`src/shift_reg_pkg.sv`:
```
/*
 * Shared constants and types for the four-stage universal shift register
 * and its output word FIFO.
 * Assumes a single core clock domain; no other file defines these names.
 */
package shift_reg_pkg;

   // -------------------------------------------------------------------------
   // Structure
   // -------------------------------------------------------------------------
   localparam int unsigned STAGE_COUNT = 4;   // Storage stages, first to last.
   localparam int unsigned FIFO_DEPTH  = 8;   // Words buffered on the output.

   // -------------------------------------------------------------------------
   // Reset values
   // -------------------------------------------------------------------------
   localparam logic [STAGE_COUNT-1:0] STAGE_RESET = 4'h0;   // Cleared stages.

   // -------------------------------------------------------------------------
   // Modes, coded as {upper select, lower select}
   // -------------------------------------------------------------------------
   typedef enum logic [1:0]
   {
      MODE_HOLD  = 2'h0,
      MODE_RIGHT = 2'h1,
      MODE_LEFT  = 2'h2,
      MODE_LOAD  = 2'h3
   } mode_t;

   typedef logic [STAGE_COUNT-1:0] stage_word_t;

endpackage

```
`src/word_stream_if.sv`:
```
/*
 * Valid/ready word stream used between the shift register and its FIFO.
 * Assumes source and sink share one clock.
 */
`timescale 1ns/1ps

interface word_stream_if
#(
   parameter int unsigned WIDTH = 4   // Word width in bits.
);
   logic             valid;
   logic             ready;
   logic [WIDTH-1:0] data;

   modport src (output valid, output data, input ready);
   modport snk (input valid, input data, output ready);
endinterface
```
`src/universal_shift_register.sv`:
```
/*
 * Four-stage bidirectional universal shift register with clear, load,
 * shift right, shift left and hold, plus an output word FIFO that carries
 * every shifted or loaded register value downstream.
 * Assumes all inputs, the shift clock pin included, are synchronous to
 * CORE_CLK and that the shift clock is slower than half of it.
 */
//
// Function
// - Clear low forces all four outputs low at once, whatever else happens.
// - With clear high and shift clock idle, outputs keep their previous values.
// - Outputs change only on a rising shift clock edge, never high or falling.
// - Both selects high: rising edge loads parallel inputs into matching stages. The code refuses the edge while the FIFO is full.
// - Upper low, lower high: shift right, first stage takes right serial input. The code refuses the edge while the FIFO is full.
// - Upper high, lower low: shift left, last stage takes left serial input. The code refuses the edge while the FIFO is full.
// - Both selects low: hold all outputs regardless of clock or data.
// - Four storage stages, each driving one output, moving either direction.
`timescale 1ns/1ps

module universal_shift_register
   import shift_reg_pkg::*;
#(
   parameter int unsigned DEPTH = shift_reg_pkg::FIFO_DEPTH   // Output FIFO depth.
)
(
   input  wire logic                      CORE_CLK,            // Core clock, 125 MHz.
   input  wire logic                      SYS_RST,             // Synchronous reset, high.
   input  wire logic                      CLEAR_N,             // Asynchronous clear, low.
   input  wire logic                      SHIFT_CLK,           // Shift clock pin level.
   input  wire logic                      MODE_SELECT_UPPER,   // Upper mode select.
   input  wire logic                      MODE_SELECT_LOWER,   // Lower mode select.
   input  wire logic                      SERIAL_RIGHT_IN,     // Serial in, shift right.
   input  wire logic                      SERIAL_LEFT_IN,      // Serial in, shift left.
   input  wire shift_reg_pkg::stage_word_t PARALLEL_IN,        // Parallel data, bit 0 first.
   output logic                           STAGE_FIRST_OUT,     // First stage output.
   output logic                           STAGE_SECOND_OUT,    // Second stage output.
   output logic                           STAGE_THIRD_OUT,     // Third stage output.
   output logic                           STAGE_LAST_OUT,      // Last stage output.
   output logic                           EDGE_READY,          // Low: edges are refused.
   output logic                           WORD_VALID,          // FIFO word available.
   input  wire logic                      WORD_READY,          // Downstream takes word.
   output shift_reg_pkg::stage_word_t     WORD_DATA            // FIFO word, bit 0 first.
);
   import shift_reg_pkg::*;

   // -------------------------------------------------------------------------
   // Edge detection and mode decode
   // -------------------------------------------------------------------------
   stage_word_t stage_q;
   stage_word_t stage_d;
   logic        shift_clk_q;
   logic        shift_rise;
   logic        update;
   mode_t       mode;

   word_stream_if #(.WIDTH(STAGE_COUNT)) push_if ();
   word_stream_if #(.WIDTH(STAGE_COUNT)) pop_if ();

   assign mode       = mode_t'({MODE_SELECT_UPPER, MODE_SELECT_LOWER});
   assign shift_rise = SHIFT_CLK && !shift_clk_q;

   // Previous pin level; only a low-to-high step counts as an edge.
   always_ff @(posedge CORE_CLK)
   begin
      if (SYS_RST)
      begin
         shift_clk_q <= 1'b0;
      end
      else
      begin
         shift_clk_q <= SHIFT_CLK;
      end
   end

   // -------------------------------------------------------------------------
   // Next stage values
   // -------------------------------------------------------------------------
   // Each stage picks its neighbour, its parallel bit or itself.
   for (genvar i = 0; i < STAGE_COUNT; i++)
   begin : g_stage
      logic from_left;
      logic from_right;
      if (i == 0)
      begin : g_first
         assign from_left = SERIAL_RIGHT_IN;
      end
      else
      begin : g_mid_l
         assign from_left = stage_q[i-1];
      end
      if (i == STAGE_COUNT - 1)
      begin : g_last
         assign from_right = SERIAL_LEFT_IN;
      end
      else
      begin : g_mid_r
         assign from_right = stage_q[i+1];
      end
      always_comb
      begin
         unique case (mode)
            MODE_LOAD:  stage_d[i] = PARALLEL_IN[i];
            MODE_RIGHT: stage_d[i] = from_left;
            MODE_LEFT:  stage_d[i] = from_right;
            MODE_HOLD:  stage_d[i] = stage_q[i];
         endcase
      end
   end

   // An edge only moves data when the FIFO can take the new word; a full
   // FIFO therefore refuses edges rather than losing words downstream.
   assign update = shift_rise && CLEAR_N && (mode != MODE_HOLD) && push_if.ready;

   // -------------------------------------------------------------------------
   // Storage stages
   // -------------------------------------------------------------------------
   // Clear empties the stages; the output mask below makes it immediate.
   always_ff @(posedge CORE_CLK)
   begin
      if (SYS_RST || !CLEAR_N)
      begin
         stage_q <= STAGE_RESET;
      end
      else if (update)
      begin
         stage_q <= stage_d;
      end
   end

   // The mask costs one gate on the output path but lets clear act in the
   // same cycle instead of waiting for the next core edge.
   assign STAGE_FIRST_OUT  = CLEAR_N && stage_q[0];
   assign STAGE_SECOND_OUT = CLEAR_N && stage_q[1];
   assign STAGE_THIRD_OUT  = CLEAR_N && stage_q[2];
   assign STAGE_LAST_OUT   = CLEAR_N && stage_q[3];

   // -------------------------------------------------------------------------
   // Output word FIFO
   // -------------------------------------------------------------------------
   assign push_if.valid = update;
   assign push_if.data  = stage_d;
   assign EDGE_READY    = push_if.ready;
   assign pop_if.ready  = WORD_READY;
   assign WORD_VALID    = pop_if.valid;
   assign WORD_DATA     = pop_if.data;

   word_fifo #(.WIDTH(STAGE_COUNT), .DEPTH(DEPTH)) u_fifo
   (
      .clk   (CORE_CLK),
      .rst   (SYS_RST),
      .fill  (push_if),
      .drain (pop_if)
   );

   stage_word_t outs;
   assign outs = {STAGE_LAST_OUT, STAGE_THIRD_OUT, STAGE_SECOND_OUT, STAGE_FIRST_OUT};
endmodule

```
`src/word_fifo.sv`:
```
/*
 * Flip-flop FIFO with valid/ready on both sides.
 * Assumes DEPTH of at least two; one clock, synchronous active-high reset.
 */
`timescale 1ns/1ps

module word_fifo
#(
   parameter int unsigned WIDTH = 4,   // Word width in bits.
   parameter int unsigned DEPTH = 8    // Number of words held.
)
(
   input  wire logic    clk,     // Core clock.
   input  wire logic    rst,     // Synchronous reset, active high.
   word_stream_if.snk   fill,    // Filling side.
   word_stream_if.src   drain    // Draining side.
);

   localparam int unsigned PW = $clog2(DEPTH);
   localparam int unsigned CW = $clog2(DEPTH + 1);

   logic [WIDTH-1:0] mem_q [DEPTH];
   logic [PW-1:0]    wr_q;
   logic [PW-1:0]    rd_q;
   logic [CW-1:0]    count_q;
   logic             push;
   logic             pop;

   // -------------------------------------------------------------------------
   // Handshakes
   // -------------------------------------------------------------------------
   // Full and empty come straight from the count, so neither can lie.
   assign fill.ready  = (count_q != CW'(DEPTH));
   assign drain.valid = (count_q != '0);
   assign drain.data  = mem_q[rd_q];
   assign push        = fill.valid && fill.ready;
   assign pop         = drain.valid && drain.ready;

   // Storage is written only on an accepted push.
   always_ff @(posedge clk)
   begin
      if (push)
      begin
         mem_q[wr_q] <= fill.data;
      end
   end

   // Pointers wrap explicitly so a depth that is not a power of two works.
   always_ff @(posedge clk)
   begin
      if (rst)
      begin
         wr_q <= '0;
         rd_q <= '0;
      end
      else
      begin
         if (push)
         begin
            wr_q <= (wr_q == PW'(DEPTH - 1)) ? '0 : wr_q + 1'b1;
         end
         if (pop)
         begin
            rd_q <= (rd_q == PW'(DEPTH - 1)) ? '0 : rd_q + 1'b1;
         end
      end
   end

   // Occupancy count.
   always_ff @(posedge clk)
   begin
      if (rst)
      begin
         count_q <= '0;
      end
      else if (push && !pop)
      begin
         count_q <= count_q + 1'b1;
      end
      else if (pop && !push)
      begin
         count_q <= count_q - 1'b1;
      end
   end

endmodule

```
`config.mk`:
```
export PLATFORM = sky130hd
export DESIGN_NAME = universal_shift_register
export DESIGN_NICKNAME = d
export VERILOG_FILES = /design/src/shift_reg_pkg.sv /design/src/word_stream_if.sv /design/src/universal_shift_register.sv /design/src/word_fifo.sv
export SDC_FILE = /design/constraint.sdc
export NUM_CORES = 1
export LEC_CHECK = 0
export ABC_AREA = 1
export BUFFER_PORTS_ARGS = -buffer_cell sky130_fd_sc_hd__buf_2
export CAP_MARGIN = 0
export CORE_UTILIZATION = 50
export DETAILED_ROUTE_END_ITERATION = 8
export MAX_ROUTING_LAYER = met4
export PLACE_DENSITY_LB_ADDON = 0.12
export SLEW_MARGIN = 20
export SYNTH_ARGS = -nofsm -noshare
export SYNTH_HDL_FRONTEND = slang
export SYNTH_SLANG_ARGS = --single-unit
```
`constraint.sdc`:
```
create_clock -name CORE_CLK -period 2.4 [get_ports CORE_CLK]
set_input_delay 0.24 -clock CORE_CLK [delete_from_list [all_inputs] [get_ports CORE_CLK]]
set_output_delay 0.24 -clock CORE_CLK [all_outputs]
set_load 0.1 [all_outputs]
```
==> results of run 1 <==
-- state kept, by name, indices dropped and copies added (netlist names), named ones only --
signal,count
u_fifo.mem_q,32
shift_clk_q,1
u_fifo.rd_q,3
u_fifo.count_q,4
stage_q,4
u_fifo.wr_q,3
-- cell families (layout without fill, tap and decap cells) --
kind of cell / after synthesis / count (layout) / synth area share, %
AO/OA/AOI/OAI: 38 / 38 / 8.91
XOR/XNOR: 2 / 2 / 0.780
adder cells (fa/ha/maj): 8 / 8 / 4.79
buffers and inverters: 26 / 54 / 4.68
flip-flops: 50 / 50 / 58.8
AND/OR/NAND/NOR: 114 / 114 / 22.0
-- per-layer routing --
| metal | routed length (um) | up-vias |
|---|---|---|
| li1 | - | 854 |
| met1 | 2030 | 730 |
| met2 | 1910 | 37 |
| met3 | 150 | 6 |
| met4 | 96 | 0 |
| met5 | 0 | - |
-- cells in the final DEF, fill, tap and decap left out --
master | netlist | layout
o22ai_1 | 8 | 8
a21oi_1 | 8 | 8
clkbuf_8 | 0 | 6
clkinvlp_4 | 0 | 1
nand3_4 | 0 | 2
nand4_1 | 4 | 4
nor2_2 | 1 | 1
clkinv_4 | 1 | 1
buf_2 | 2 | 22
o21ai_1 | 4 | 4
nand2_4 | 1 | 1
or2_2 | 2 | 2
nand3_1 | 13 | 11
xor2_1 | 2 | 2
nand2_1 | 50 | 50
inv_2 | 1 | 1
ha_1 | 7 | 7
o21ai_0 | 18 | 18
clkinv_1 | 1 | 1
nand2_2 | 2 | 2
nor2_1 | 38 | 37
fa_1 | 1 | 1
clkinv_2 | 0 | 1
dfxtp_1 | 18 | 18
edfxtp_1 | 32 | 32
nor3_2 | 2 | 2
inv_1 | 21 | 21
nor2_4 | 1 | 2
-- power by group through the flow --
| stage | registers (uW) | clock network [uW] | logic [uW] |
|---|---|---|---|
| floorplan | 1090 | 0 | 1080 |
| global placement | 1130 | 0 | 1250 |
| detailed placement | 1130 | 0 | 1260 |
| CTS | 1110 | 513 | 1270 |
| global route | 1130 | 550 | 1380 |
| finish | 1110 | 499 | 1270 |
-- area by class of cell --
cell class	count	area (sq um)	area share (%)
clock buffer	6	82.6	3.25
clock inverter	2	12.5	0.493
inverter	24	95.1	3.75
multi-input combinational	162	852	33.6
sequential	50	1320	52.0
tap	52	65.1	2.56
timing repair buffer	22	110	4.34
-- worst register-to-register path, stage by stage, from the launching register on --
cell      delay [ns]
dfxtp_1         0.37
nor2_4          0.19
nand3_4         0.11
nand2_4         0.13
clkinv_4        0.11
ha_1            0.22
inv_1           0.13
ha_1            0.26
or2_2           0.29
nand2_1         0.07
nand2_1         0.04
nand2_1         0.05
nand2_1         0.05
a21oi_1         0.11
-- metrics by stage --
step | setup WS, ns | hold WS [ns] | utilization, % | total power, uW | instances
6_report | 0.219 | 0.157 | 58.7 | 2880 | 318
5_1_grt | 0.0354 | 0.150 | 58.7 | 3070 | 318
4_1_cts | 0.159 | 0.146 | 58.6 | 2890 | 318
3_5_place_dp | 0.189 | 0.472 | 56.4 | 2390 | 310
3_3_place_gp | 0.243 | 0.461 | 56.4 | 2380 | 310
2_1_floorplan | 0.00169 | 0.309 | - | 2170 | 238
-- worst paths after layout --
kind                                         end  cells after the start  slack [ns]
hold reg to reg                             flop                      2        0.50
setup reg to reg  u_fifo.count_q[3]$_SDFFE_PP0P_                     13        0.22
setup / recovery                    WORD_DATA[0]                      5        0.22
hold / removal            shift_clk_q$_SDFF_PP0_                      3        0.16
==> impl_results.md, run 1 <==
* Total GRT Usage at 19.9%
* Setup TNS at 0 ns
* Fillers at 404
* Ant diodes at 0
* Gate power share at 44.0%
* Top-count cell post-synth: nand2_1
* Initial antenna violation count at 0
* Total wire length at 4190 um
* Vias per cell at 5.12
* HP Class: in -> reg
* Worst Setup Path Type: reg -> out
* Met1 Resource Use GR at 24.2%
* Vias in the first global route at 1572
* GRT overflow at 0
* Sw Share at 47.0%
* Seq cells post-synth at 50
* Worst-margin pin slew at 0.509 ns
* GRT met2 Usage at 30.7%
* Syn nets at 259
* CP delay by family, top: flip-flops
* Yosys top cell area share at 42.8%
* Synth unique cells at 24
* Die footprint at 4760 sq um
* Cells along the critical path: o21ai_0, o22ai_1, nand2_1, nand2_1, buf_2
* Worst EP arrival at 1.94 ns
* HPWL after detailed placement at 3010 um
* Sequential-to-total area share from yosys stat at 58.8%
* Post-synth EDFFs at 32
* Most used DFF post-synth: edfxtp_1
* Hold-fix buffers at CTS at 0
* Post_cts resized at 0
* Unrepaired setup endpoints after global routing: false
* GRT busiest layer: met2
* Switch Pwr at 1360 uW
* 1st-iter DRT viols at 103
* CP most frequent cell: nand2_1
* RD Place Congestion at 0.814
* FF-to-FF Start: u_fifo.count_q[1]$_SDFFE_PP0P_
* H-Tree Level Count at 2
* Final instance area at 2540 sq um
* Antenna Nets Post-Route at 0
* Max Buffers Root-to-Sink at 2
* Most frequent cells after synthesis: nand2_1 (50), nor2_1 (38), edfxtp_1 (32), inv_1 (21)
* Avg WL per Cell at 13.2 um
* Cell-internal power at 1530 uW
* Peak supply drop at 0.798 mV
* Rows at 24
* Yosys top cell by area: edfxtp_1
* Drt pass-1 iters at 4
* Relative slew slack at 66.0%
* TritonCTS Buffers at 5
* Yosys warnings at 0
* CTS tree: done
* Pins Over Slew Limit at 0
* Register clock-pin slew on the reported worst setup and hold paths at 0.09 ns
* Max incr delay on CP at 0.65 ns
* Clock Latency Late Sink at 0.30 ns
* First-pass GRT wire length at 7050 um
* Status: complete, no violations
* Final hold viol count at 0
* IO buf count at 22
* Asr flop ratio synth at 0%
* Clock network power share at 17.3%
* Fmax at 458 MHz
* Crit end category: primary output
* Mean Syn Cell Area at 9.44 sq um
* Largest net degree at the start of global routing at 18
* Share of cells above drive strength 1 at 16.5%
* Critical path startpoint category: flop
* Die X at 69.0 um
* Dpl cell area at 2440 sq um
* Min Tclk post-route at 2.18 ns
* Data required time at the worst endpoint at 2.16 ns
* P per Cell Area at 1140 nW/um^2
* MaxCap Viol Count at 0
* Met3 usage at 4.53%
* Worst hold start: SHIFT_CLK
* CP Buf/Inv Count at 1
* Core Region at 4320 sq um
* Layout area overhead at 13.0%
* Worst Skew at 0.00513 ns
* Detailed-route DRC error count at 0
* Initial core utilization at 51.9%
* Final worst-path cycle share at 90.9%
* Postcts setup bufs at 0
* Root Buffer: clkbuf_8
* Crit-path slowest cell: dfxtp_1
* Fin nets at 286
* Sink Count at 50
* Maximum fanout along the worst path at 17
* Power share of the sequential group at 38.7%
* IO Count at 23
* Mapped Area at 2250 sq um
* Setup violations, final at 0
* Via count at 1627
* Chip Height at 69.0 um
* Synth top area cells: edfxtp_1 (43%), dfxtp_1 (16%), nand2_1 (8.4%)
* Cells after synthesis at 238
* Leakage at 0.00103 uW
(Power assumes the default switching activity.)
==> run 2, diff against run 1 <==
Settings changed: ABC_AREA 1 to not set.
==> run 2 against run 1 <==
Effect of this change:
- global-route usage up 0.41 points
- die area down 3.5%
- critical endpoint is now u_fifo.count_q[3]$_SDFFE_PP0P_
- combinational power down 9%
- wire length down 4.3%
- setup slack worse by 0.21 ns
- synthesized cell count down 37%
- largest power group unchanged
==> impl_results.md, run 2 <==
* Reg2reg end: u_fifo.count_q[3]$_SDFFE_PP0P_
* CTS tree: done
* Max Buffers Root-to-Sink at 2 (unchanged)
* Relative slew slack at 67.9% (+1.9 points)
* Leakage at 0.000987 uW (-4.0%)
* Maximum fanout along the worst path at 4 (-13)
* Synth top area cells: edfxtp_1 (44%), dfxtp_1 (17%), mux4_2 (9.4%)
* Status: complete, no violations
* Metal-1 WL at 1720 um (-15%)
* 1st-iter DRT viols at 62 (-40%)
* Cell-internal power at 1740 uW (+14%)
* Commonest non-fill, non-tap cell in the layout: edfxtp_1
* Worst Setup Path Type: reg -> reg
* WL met3 at 114 um (-24%)
* HP Class: in -> reg
* Seq cells post-synth at 50 (unchanged)
* Mapped Area at 2170 sq um (-3.6%)
* Tot Pwr at 2790 uW (-3.3%)
* Reg2reg path depth at 10 (-3)
* Vias in the first global route at 1313 (-16%)
* Final instance area at 2640 sq um (+4.1%)
* Antenna Nets Post-Route at 0 (unchanged)
* Data required time at the worst endpoint at 2.58 ns (+0.42 ns)
* Gate power share at 41.1% (-2.9 points)
* Clock network power share at 20.6% (+3.3 points)
* Core Region at 4090 sq um (-5.5%)
* Initial core utilization at 53.0% (+1.1 points)
* Hold EP: shift_clk_q$_SDFF_PP0_
* Sequential-to-total area share from yosys stat at 61.0% (+2.2 points)
* Largest net degree at the start of global routing at 16 (-2)
* Ant diodes at 0 (unchanged)
* Dpl cell area at 2440 sq um (+0.15%)
* Chip Height at 67.8 um (-1.7%)
* HPWL after detailed placement at 2850 um (-5.5%)
* Switch Pwr at 1050 uW (-23%)
* Worst Skew at 0.00660 ns (+0.00146 ns)
* GRT overflow at 0 (unchanged)
* Met2 wire len at 2130 um (+11%)
* Unrepaired setup endpoints after global routing: true
* Total wire length at 4010 um (-4.3%)
* Setup violations, final at 0 (unchanged)
* Clock Latency Late Sink at 0.29 ns (about the same)
* Worst-margin pin slew at 0.485 ns (-0.0241 ns)
* Initial antenna violation count at 0 (unchanged)
* Drt pass-1 iters at 4 (unchanged)
* Sw Share at 37.5% (-9.5 points)
* Peak supply drop at 0.712 mV (-11%)
* Detailed-route DRC error count at 0 (unchanged)
* RD Place Congestion at 0.740 (-9.0%)
* Hold-fix buffers at CTS at 0 (unchanged)
* H-Tree Level Count at 2 (unchanged)
* Rows at 23 (-4.2%)
* Worst hold start: SHIFT_CLK
* Yosys top cell by area: edfxtp_1
* P per Cell Area at 1050 nW/um^2 (-7.1%)
* IO buf count at 22 (unchanged)
* Avg WL per Cell at 16.6 um (+26%)
* Asr flop ratio synth at 0% (unchanged)
* Via count at 1344 (-17%)
* Pins Over Slew Limit at 0 (unchanged)
* CP most frequent cell: ha_4
* Critical path startpoint category: flop
* Syn nets at 171 (-34%)
* DR top layer: met4
* Top-count cell post-synth: edfxtp_1
* Post-synth EDFFs at 32 (unchanged)
* Crit end category: flop
* Fillers at 306 (-24%)
* CP Buf/Inv Count at 2 (+1)
* Reg with most FFs: u_fifo.mem_q
* Crit-path slowest cell: or4_4
* Synth unique cells at 33 (+38%)
* Max incr delay on CP at 0.55 ns (-0.10 ns)
* Cells after synthesis at 150 (-37%)
* Fmax at 418 MHz (-8.9%)
* Mean Syn Cell Area at 14.4 sq um (+53%)
* MaxCap Viol Count at 0 (unchanged)
* Share of cells above drive strength 1 at 40.1% (+24 points)
* Yosys warnings at 0 (unchanged)
* Fin nets at 212 (-26%)
* Total GRT Usage at 20.3% (+0.41 points)
* IO Count at 23 (unchanged)
* Layout area overhead at 22.1%
* Min Tclk post-route at 2.39 ns (+0.212 ns)
* Max reg flops at 32 (unchanged)
* Regs by FF count: u_fifo.mem_q x32, stage_q x4, u_fifo.count_q x4
* Sink Count at 50 (unchanged)
* Power share of the sequential group at 38.3% (-0.4 points)
* TritonCTS Buffers at 5 (unchanged)
* Min-Delay Path Depth at 2 (-1)
* Cells along the critical path: nor4b_4, or4_4, inv_4, ha_4, inv_6, ha_4, a21oi_4, a211oi_2, a31oi_1, mux2_2
* Final hold viol count at 0 (unchanged)
* Most frequent cells after synthesis: edfxtp_1 (32), dfxtp_1 (18), nor2_1 (14), nand2_1 (13)
* FF-to-FF Start: u_fifo.count_q[3]$_SDFFE_PP0P_
* First-pass GRT wire length at 6250 um (-11%)
* Final worst-path cycle share at 99.7% (+8.8 points)
* Die footprint at 4600 sq um (-3.5%)
* CP delay by family, top: simple AND/OR/NAND/NOR gates
* R2R setup slack at 0.007 ns (-0.21 ns)
* Die X at 67.8 um (-1.7%)
* Worst EP arrival at 2.58 ns (+0.64 ns)
* Root Buffer: clkbuf_8
* Vias per cell at 5.55 (+8.5%)
* Yosys top cell area share at 44.4% (+1.6 points)
* Register clock-pin slew on the reported worst setup and hold paths at 0.08 ns (about the same)
* Commonest non-fill, non-tap cells in the layout: edfxtp_1 (32), buf_2 (22), buf_4 (17)
* Most used DFF post-synth: edfxtp_1
## run 2: power groups by stage
stage / Sequential, uW / Combinational, uW / Clock (uW)
final: 1070 / 1150 / 574
after global placement: 1060 / 1020 / 0
after global routing: 1080 / 1220 / 627
after CTS: 1050 / 1040 / 585
after detailed placement: 1070 / 1040 / 0
after floorplan: 1050 / 852 / 0
## run 2: logic make-up after synthesis
family                   Yosys count  share of synthesized area, %
multiplexers                      18                          16.1
AO/OA/AOI/OAI                     11                          2.72
AND/OR/NAND/NOR                   53                          12.7
flip-flops                        50                          61.0
adder cells (fa/ha/maj)            8                          4.97
buffers and inverters              8                          1.79
XOR/XNOR                           2                         0.809
## run 2: layer usage
metal,up-vias,track usage [%]
li1,650,-
met1,662,23.4
met2,28,33.5
met3,4,5.50
met4,0,8.07
met5,-,-
## run 2: worst max path at each step
stage	from	to	slack, ns	cells after the start
floorplan	u_fifo.count_q[2]$_SDFFE_PP0P_	u_fifo.count_q[3]$_SDFFE_PP0P_	0.007	9
global placement	u_fifo.count_q[3]$_SDFFE_PP0P_	u_fifo.count_q[3]$_SDFFE_PP0P_	0.10	10
detailed placement	u_fifo.count_q[3]$_SDFFE_PP0P_	u_fifo.count_q[3]$_SDFFE_PP0P_	0.04	10
CTS	u_fifo.count_q[3]$_SDFFE_PP0P_	u_fifo.count_q[3]$_SDFFE_PP0P_	0.02	10
global route	u_fifo.count_q[3]$_SDFFE_PP0P_	u_fifo.count_q[3]$_SDFFE_PP0P_	-0.08	10
finish	u_fifo.count_q[3]$_SDFFE_PP0P_	u_fifo.count_q[3]$_SDFFE_PP0P_	0.007	10
## run 2: timing repair
item                       in CTS  in global routing
setup endpoints to repair       0                  1
setup buffers                   0                  5
resized for setup               0                 13
## run 2: cell type report
type                    count  area, sq um  area share [%]
clock inverters             2         37.5            1.42
multi-input cells          92          886            33.5
inverters                   3         18.8           0.710
repair buffers             39          238            8.99
clock buffers               6         72.6            2.74
flip-flops and latches     50         1330            50.3
well taps                  50         62.6            2.37
## run 2: stage by stage
stage / setup slack [ns] / cells / TNS (ns) / utilization (%) / hold slack, ns
after CTS: 0.0181 / 237 / 0 / 62.5 / 0.168
final: 0.00655 / 242 / 0 / 64.7 / 0.172
after detailed placement: 0.0373 / 229 / 0 / 59.8 / 0.477
after global routing: -0.0759 / 242 / -0.0759 / 64.7 / 0.163
after global placement: 0.102 / 229 / 0 / 59.8 / 0.464
after floorplan: 0.00707 / 150 / 0 / - / 0.368
## run 2: worst register-to-register path, stage by stage, from the launching register on
cell      delay [ns]
dfxtp_2         0.34
nor4b_4         0.13
or4_4           0.55
inv_4           0.08
ha_4            0.15
inv_6           0.04
ha_4            0.25
a21oi_4         0.16
a211oi_2        0.08
a31oi_1         0.15
mux2_2          0.34
==> run 3, diff against run 2 <==
Settings changed: CELL_PAD_IN_SITES_DETAIL_PLACEMENT set to 1, CELL_PAD_IN_SITES_GLOBAL_PLACEMENT set to 2, CORE_UTILIZATION 50 to 41, TNS_END_PERCENT set to 100.
==> run 3 against run 2 <==
Effect of this change:
- clock skew is 0.0035 ns higher
- via count is 0.30% lower
- wire length is 6.0% higher
- cell count is 6.6% higher
- worst hold slack worse by 0.020 ns
- setup slack better by 0.044 ns
==> impl_results.md, run 3 (synthesis results as in run 2) <==
* Status: complete, no violations
* Fin nets at 208 (-1.9%)
* Fmax at 426 MHz (+1.9%)
* Register clock-pin slew on the reported worst setup and hold paths at 0.10 ns (+0.02 ns)
* Final Util at 51.1% (-14 points)
* RD Place Congestion at 0.767 (+3.7%)
* Die footprint at 5580 sq um (+21%)
* GRT overflow at 0 (unchanged)
* Avg WL per Cell at 16.5 um (-0.56%)
* First-pass GRT wire length at 6710 um (+7.4%)
* Initial antenna violation count at 0 (unchanged)
* Unrepaired setup endpoints after global routing: true
* Worst Skew at 0.0101 ns (+0.00346 ns)
* Clock Latency Late Sink at 0.30 ns (about the same)
* Commonest non-fill, non-tap cells in the layout: edfxtp_1 (32), buf_2 (22), nor2_1 (14), dfxtp_1 (14)
* HP Class: in -> reg
* Fillers at 552 (+80%)
* Initial core utilization at 42.4% (-11 points)
* Pre-CTS WS at -0.0874 ns (-0.125 ns)
* Vias per cell at 5.19 (-6.5%)
* Core Region at 5110 sq um (+25%)
* Hold-fix buffers at CTS at 0 (unchanged)
* Max Buffers Root-to-Sink at 2 (unchanged)
* Crit-path slowest cell: or4_4
* Setup violations, final at 0 (unchanged)
* HPWL after detailed placement at 3200 um (+13%)
* Regs by FF count: u_fifo.mem_q x32, stage_q x4, u_fifo.count_q x4
* Data required time at the worst endpoint at 2.60 ns (+0.02 ns)
* Worst EP arrival at 2.54 ns (-0.04 ns)
* Share of cells above drive strength 1 at 38.8% (-1.3 points)
* Rows at 26 (+13%)
* Reg2reg end: u_fifo.count_q[3]$_SDFFE_PP0P_
* MaxCap Viol Count at 0 (unchanged)
* Ant diodes at 0 (unchanged)
* TritonCTS Buffers at 5 (unchanged)
* Worst-margin pin slew at 0.693 ns (+0.208 ns)
* FF-to-FF Start: u_fifo.count_q[0]$_SDFFE_PP0P_
* Final worst-path cycle share at 97.9% (-1.8 points)
* End point of the critical path: u_fifo.count_q[3]$_SDFFE_PP0P_
* CTS tree: done
* Pins Over Slew Limit at 0 (unchanged)
* Die X at 74.7 um (+10%)
* IO Count at 23 (unchanged)
* Commonest non-fill, non-tap cell in the layout: edfxtp_1
* P per Cell Area at 1020 nW/um^2 (-3.0%)
* Min Tclk post-route at 2.35 ns (-0.0441 ns)
* Total wire length at 4250 um (+6.0%)
* 1st-iter DRT viols at 28 (-55%)
* Maximum fanout along the worst path at 4 (unchanged)
* Via count at 1340 (-0.30%)
* Reg with most FFs: u_fifo.mem_q
* Leakage at 0.000950 uW (-3.7%)
* Relative slew slack at 53.4% (-14 points)
* Reg2reg path depth at 10 (unchanged)
* Final worst slack at 0.0507 ns (+0.0441 ns)
* CP most frequent cell: ha_4
* Crit end category: flop
* Worst Setup Path Type: reg -> reg
* R2R setup slack at 0.05 ns (+0.04 ns)
* Layout area overhead at 20.4%
* Drt pass-1 iters at 4 (unchanged)
* Chip Height at 74.7 um (+10%)
* Detailed-route DRC error count at 0 (unchanged)
* Total GRT Usage at 17.4% (-2.9 points)
* H-Tree Level Count at 2 (unchanged)
* Sink Count at 50 (unchanged)
* Setup crit start: u_fifo.count_q[0]$_SDFFE_PP0P_
* Cells along the critical path: buf_6, or4_4, nand2_4, ha_4, inv_4, ha_4, a21oi_4, a211oi_2, a31oi_1, mux2_4
* Max reg flops at 32 (unchanged)
* Max incr delay on CP at 0.45 ns (-0.10 ns)
* Vias in the first global route at 1349 (+2.7%)
* Final hold viol count at 0 (unchanged)
* Largest net degree at the start of global routing at 18 (+2)
* Antenna Nets Post-Route at 0 (unchanged)
* Peak supply drop at 0.730 mV (+2.5%)
* IO buf count at 22 (unchanged)
* Root Buffer: clkbuf_8
* Critical path startpoint category: flop
[run 3: changes by cell type in the layout (fill, tap and decap cells not counted)]
cell	previous run	this run
mux2_4	0	1
clkbuf_1	1	0
dfxtp_4	1	0
bufinv_16	1	0
buf_6	0	1
nor4b_4	1	0
mux2_2	5	4
xnor2_2	1	0
dfxtp_2	3	4
clkinvlp_4	1	2
nor4b_2	0	1
inv_4	1	2
buf_4	17	12
xnor2_1	0	1
[run 3: per-layer routing]
metal | track usage (%) | wire [um] | vias to the layer above | share of wire (%)
li1 | - | - | 645 | -
met1 | 19.6 | 1810 | 673 | 43
met2 | 30.7 | 2290 | 17 | 54
met3 | 2.68 | 91 | 5 | 2.1
met4 | 6.92 | 55 | 0 | 1.3
met5 | - | 0 | - | 0
[run 3: metrics by stage]
stage,hold slack [ns],TNS (ns),std cells,cell area [sq um],power (uW)
4_1_cts,0.152,0,258,2580,2650
6_report,0.152,0,258,2610,2670
5_1_grt,0.166,-0.0204,258,2610,2800
3_3_place_gp,0.467,0,249,2470,2080
2_1_floorplan,0.368,0,150,2210,1900
3_5_place_dp,0.474,-0.0874,249,2470,2120
[run 3: what timing repair did]
item | in CTS | in global routing
gates resized for setup | 6 | 5
setup buffers | 1 | 0
pin swaps | 3 | 0
endpoints found under the hold margin | 0 | 0
endpoints found under the setup margin | 1 | 1
[run 3: worst max-delay path, delay by kind of cell (launching register included)]
kind	cells	cell delay, ns
AO/OA/AOI/OAI	3	0.44
adder cells (fa/ha/maj)	2	0.37
buffers and inverters	2	0.17
flip-flops	1	0.35
multiplexers	1	0.33
AND/OR/NAND/NOR	2	0.56
[run 3: where the power goes]
part | total (uW) | internal, uW | switching [uW]
sequential | 1070 | 989 | 76.1
combinational | 1100 | 407 | 697
clock | 498 | 209 | 289
[run 3: final cells by class]
| class | instances | area, sq um | share of cell area (%) |
|---|---|---|---|
| tap | 70 | 87.6 | 3.36 |
| timing repair buffer | 35 | 211 | 8.11 |
| clock inverter | 3 | 23.8 | 0.912 |
| multi-input combinational | 92 | 873 | 33.5 |
| clock buffer | 5 | 68.8 | 2.64 |
| inverter | 3 | 16.3 | 0.624 |
| sequential | 50 | 1330 | 50.9 |
[run 3: how the worst min path moves through the flow]
stage | endpoint | cells after the start | slack [ns] | from
3_5_place_dp | shift_clk_q$_SDFF_PP0_ | 2 | 0.47 | SHIFT_CLK
6_report | shift_clk_q$_SDFF_PP0_ | 2 | 0.15 | SHIFT_CLK
4_1_cts | shift_clk_q$_SDFF_PP0_ | 2 | 0.15 | SHIFT_CLK
3_3_place_gp | stage_q[3]$_SDFFE_PP0P_ | 2 | 0.47 | stage_q[3]$_SDFFE_PP0P_
5_1_grt | shift_clk_q$_SDFF_PP0_ | 2 | 0.17 | SHIFT_CLK
2_1_floorplan | shift_clk_q$_SDFF_PP0_ | 1 | 0.37 | SHIFT_CLK
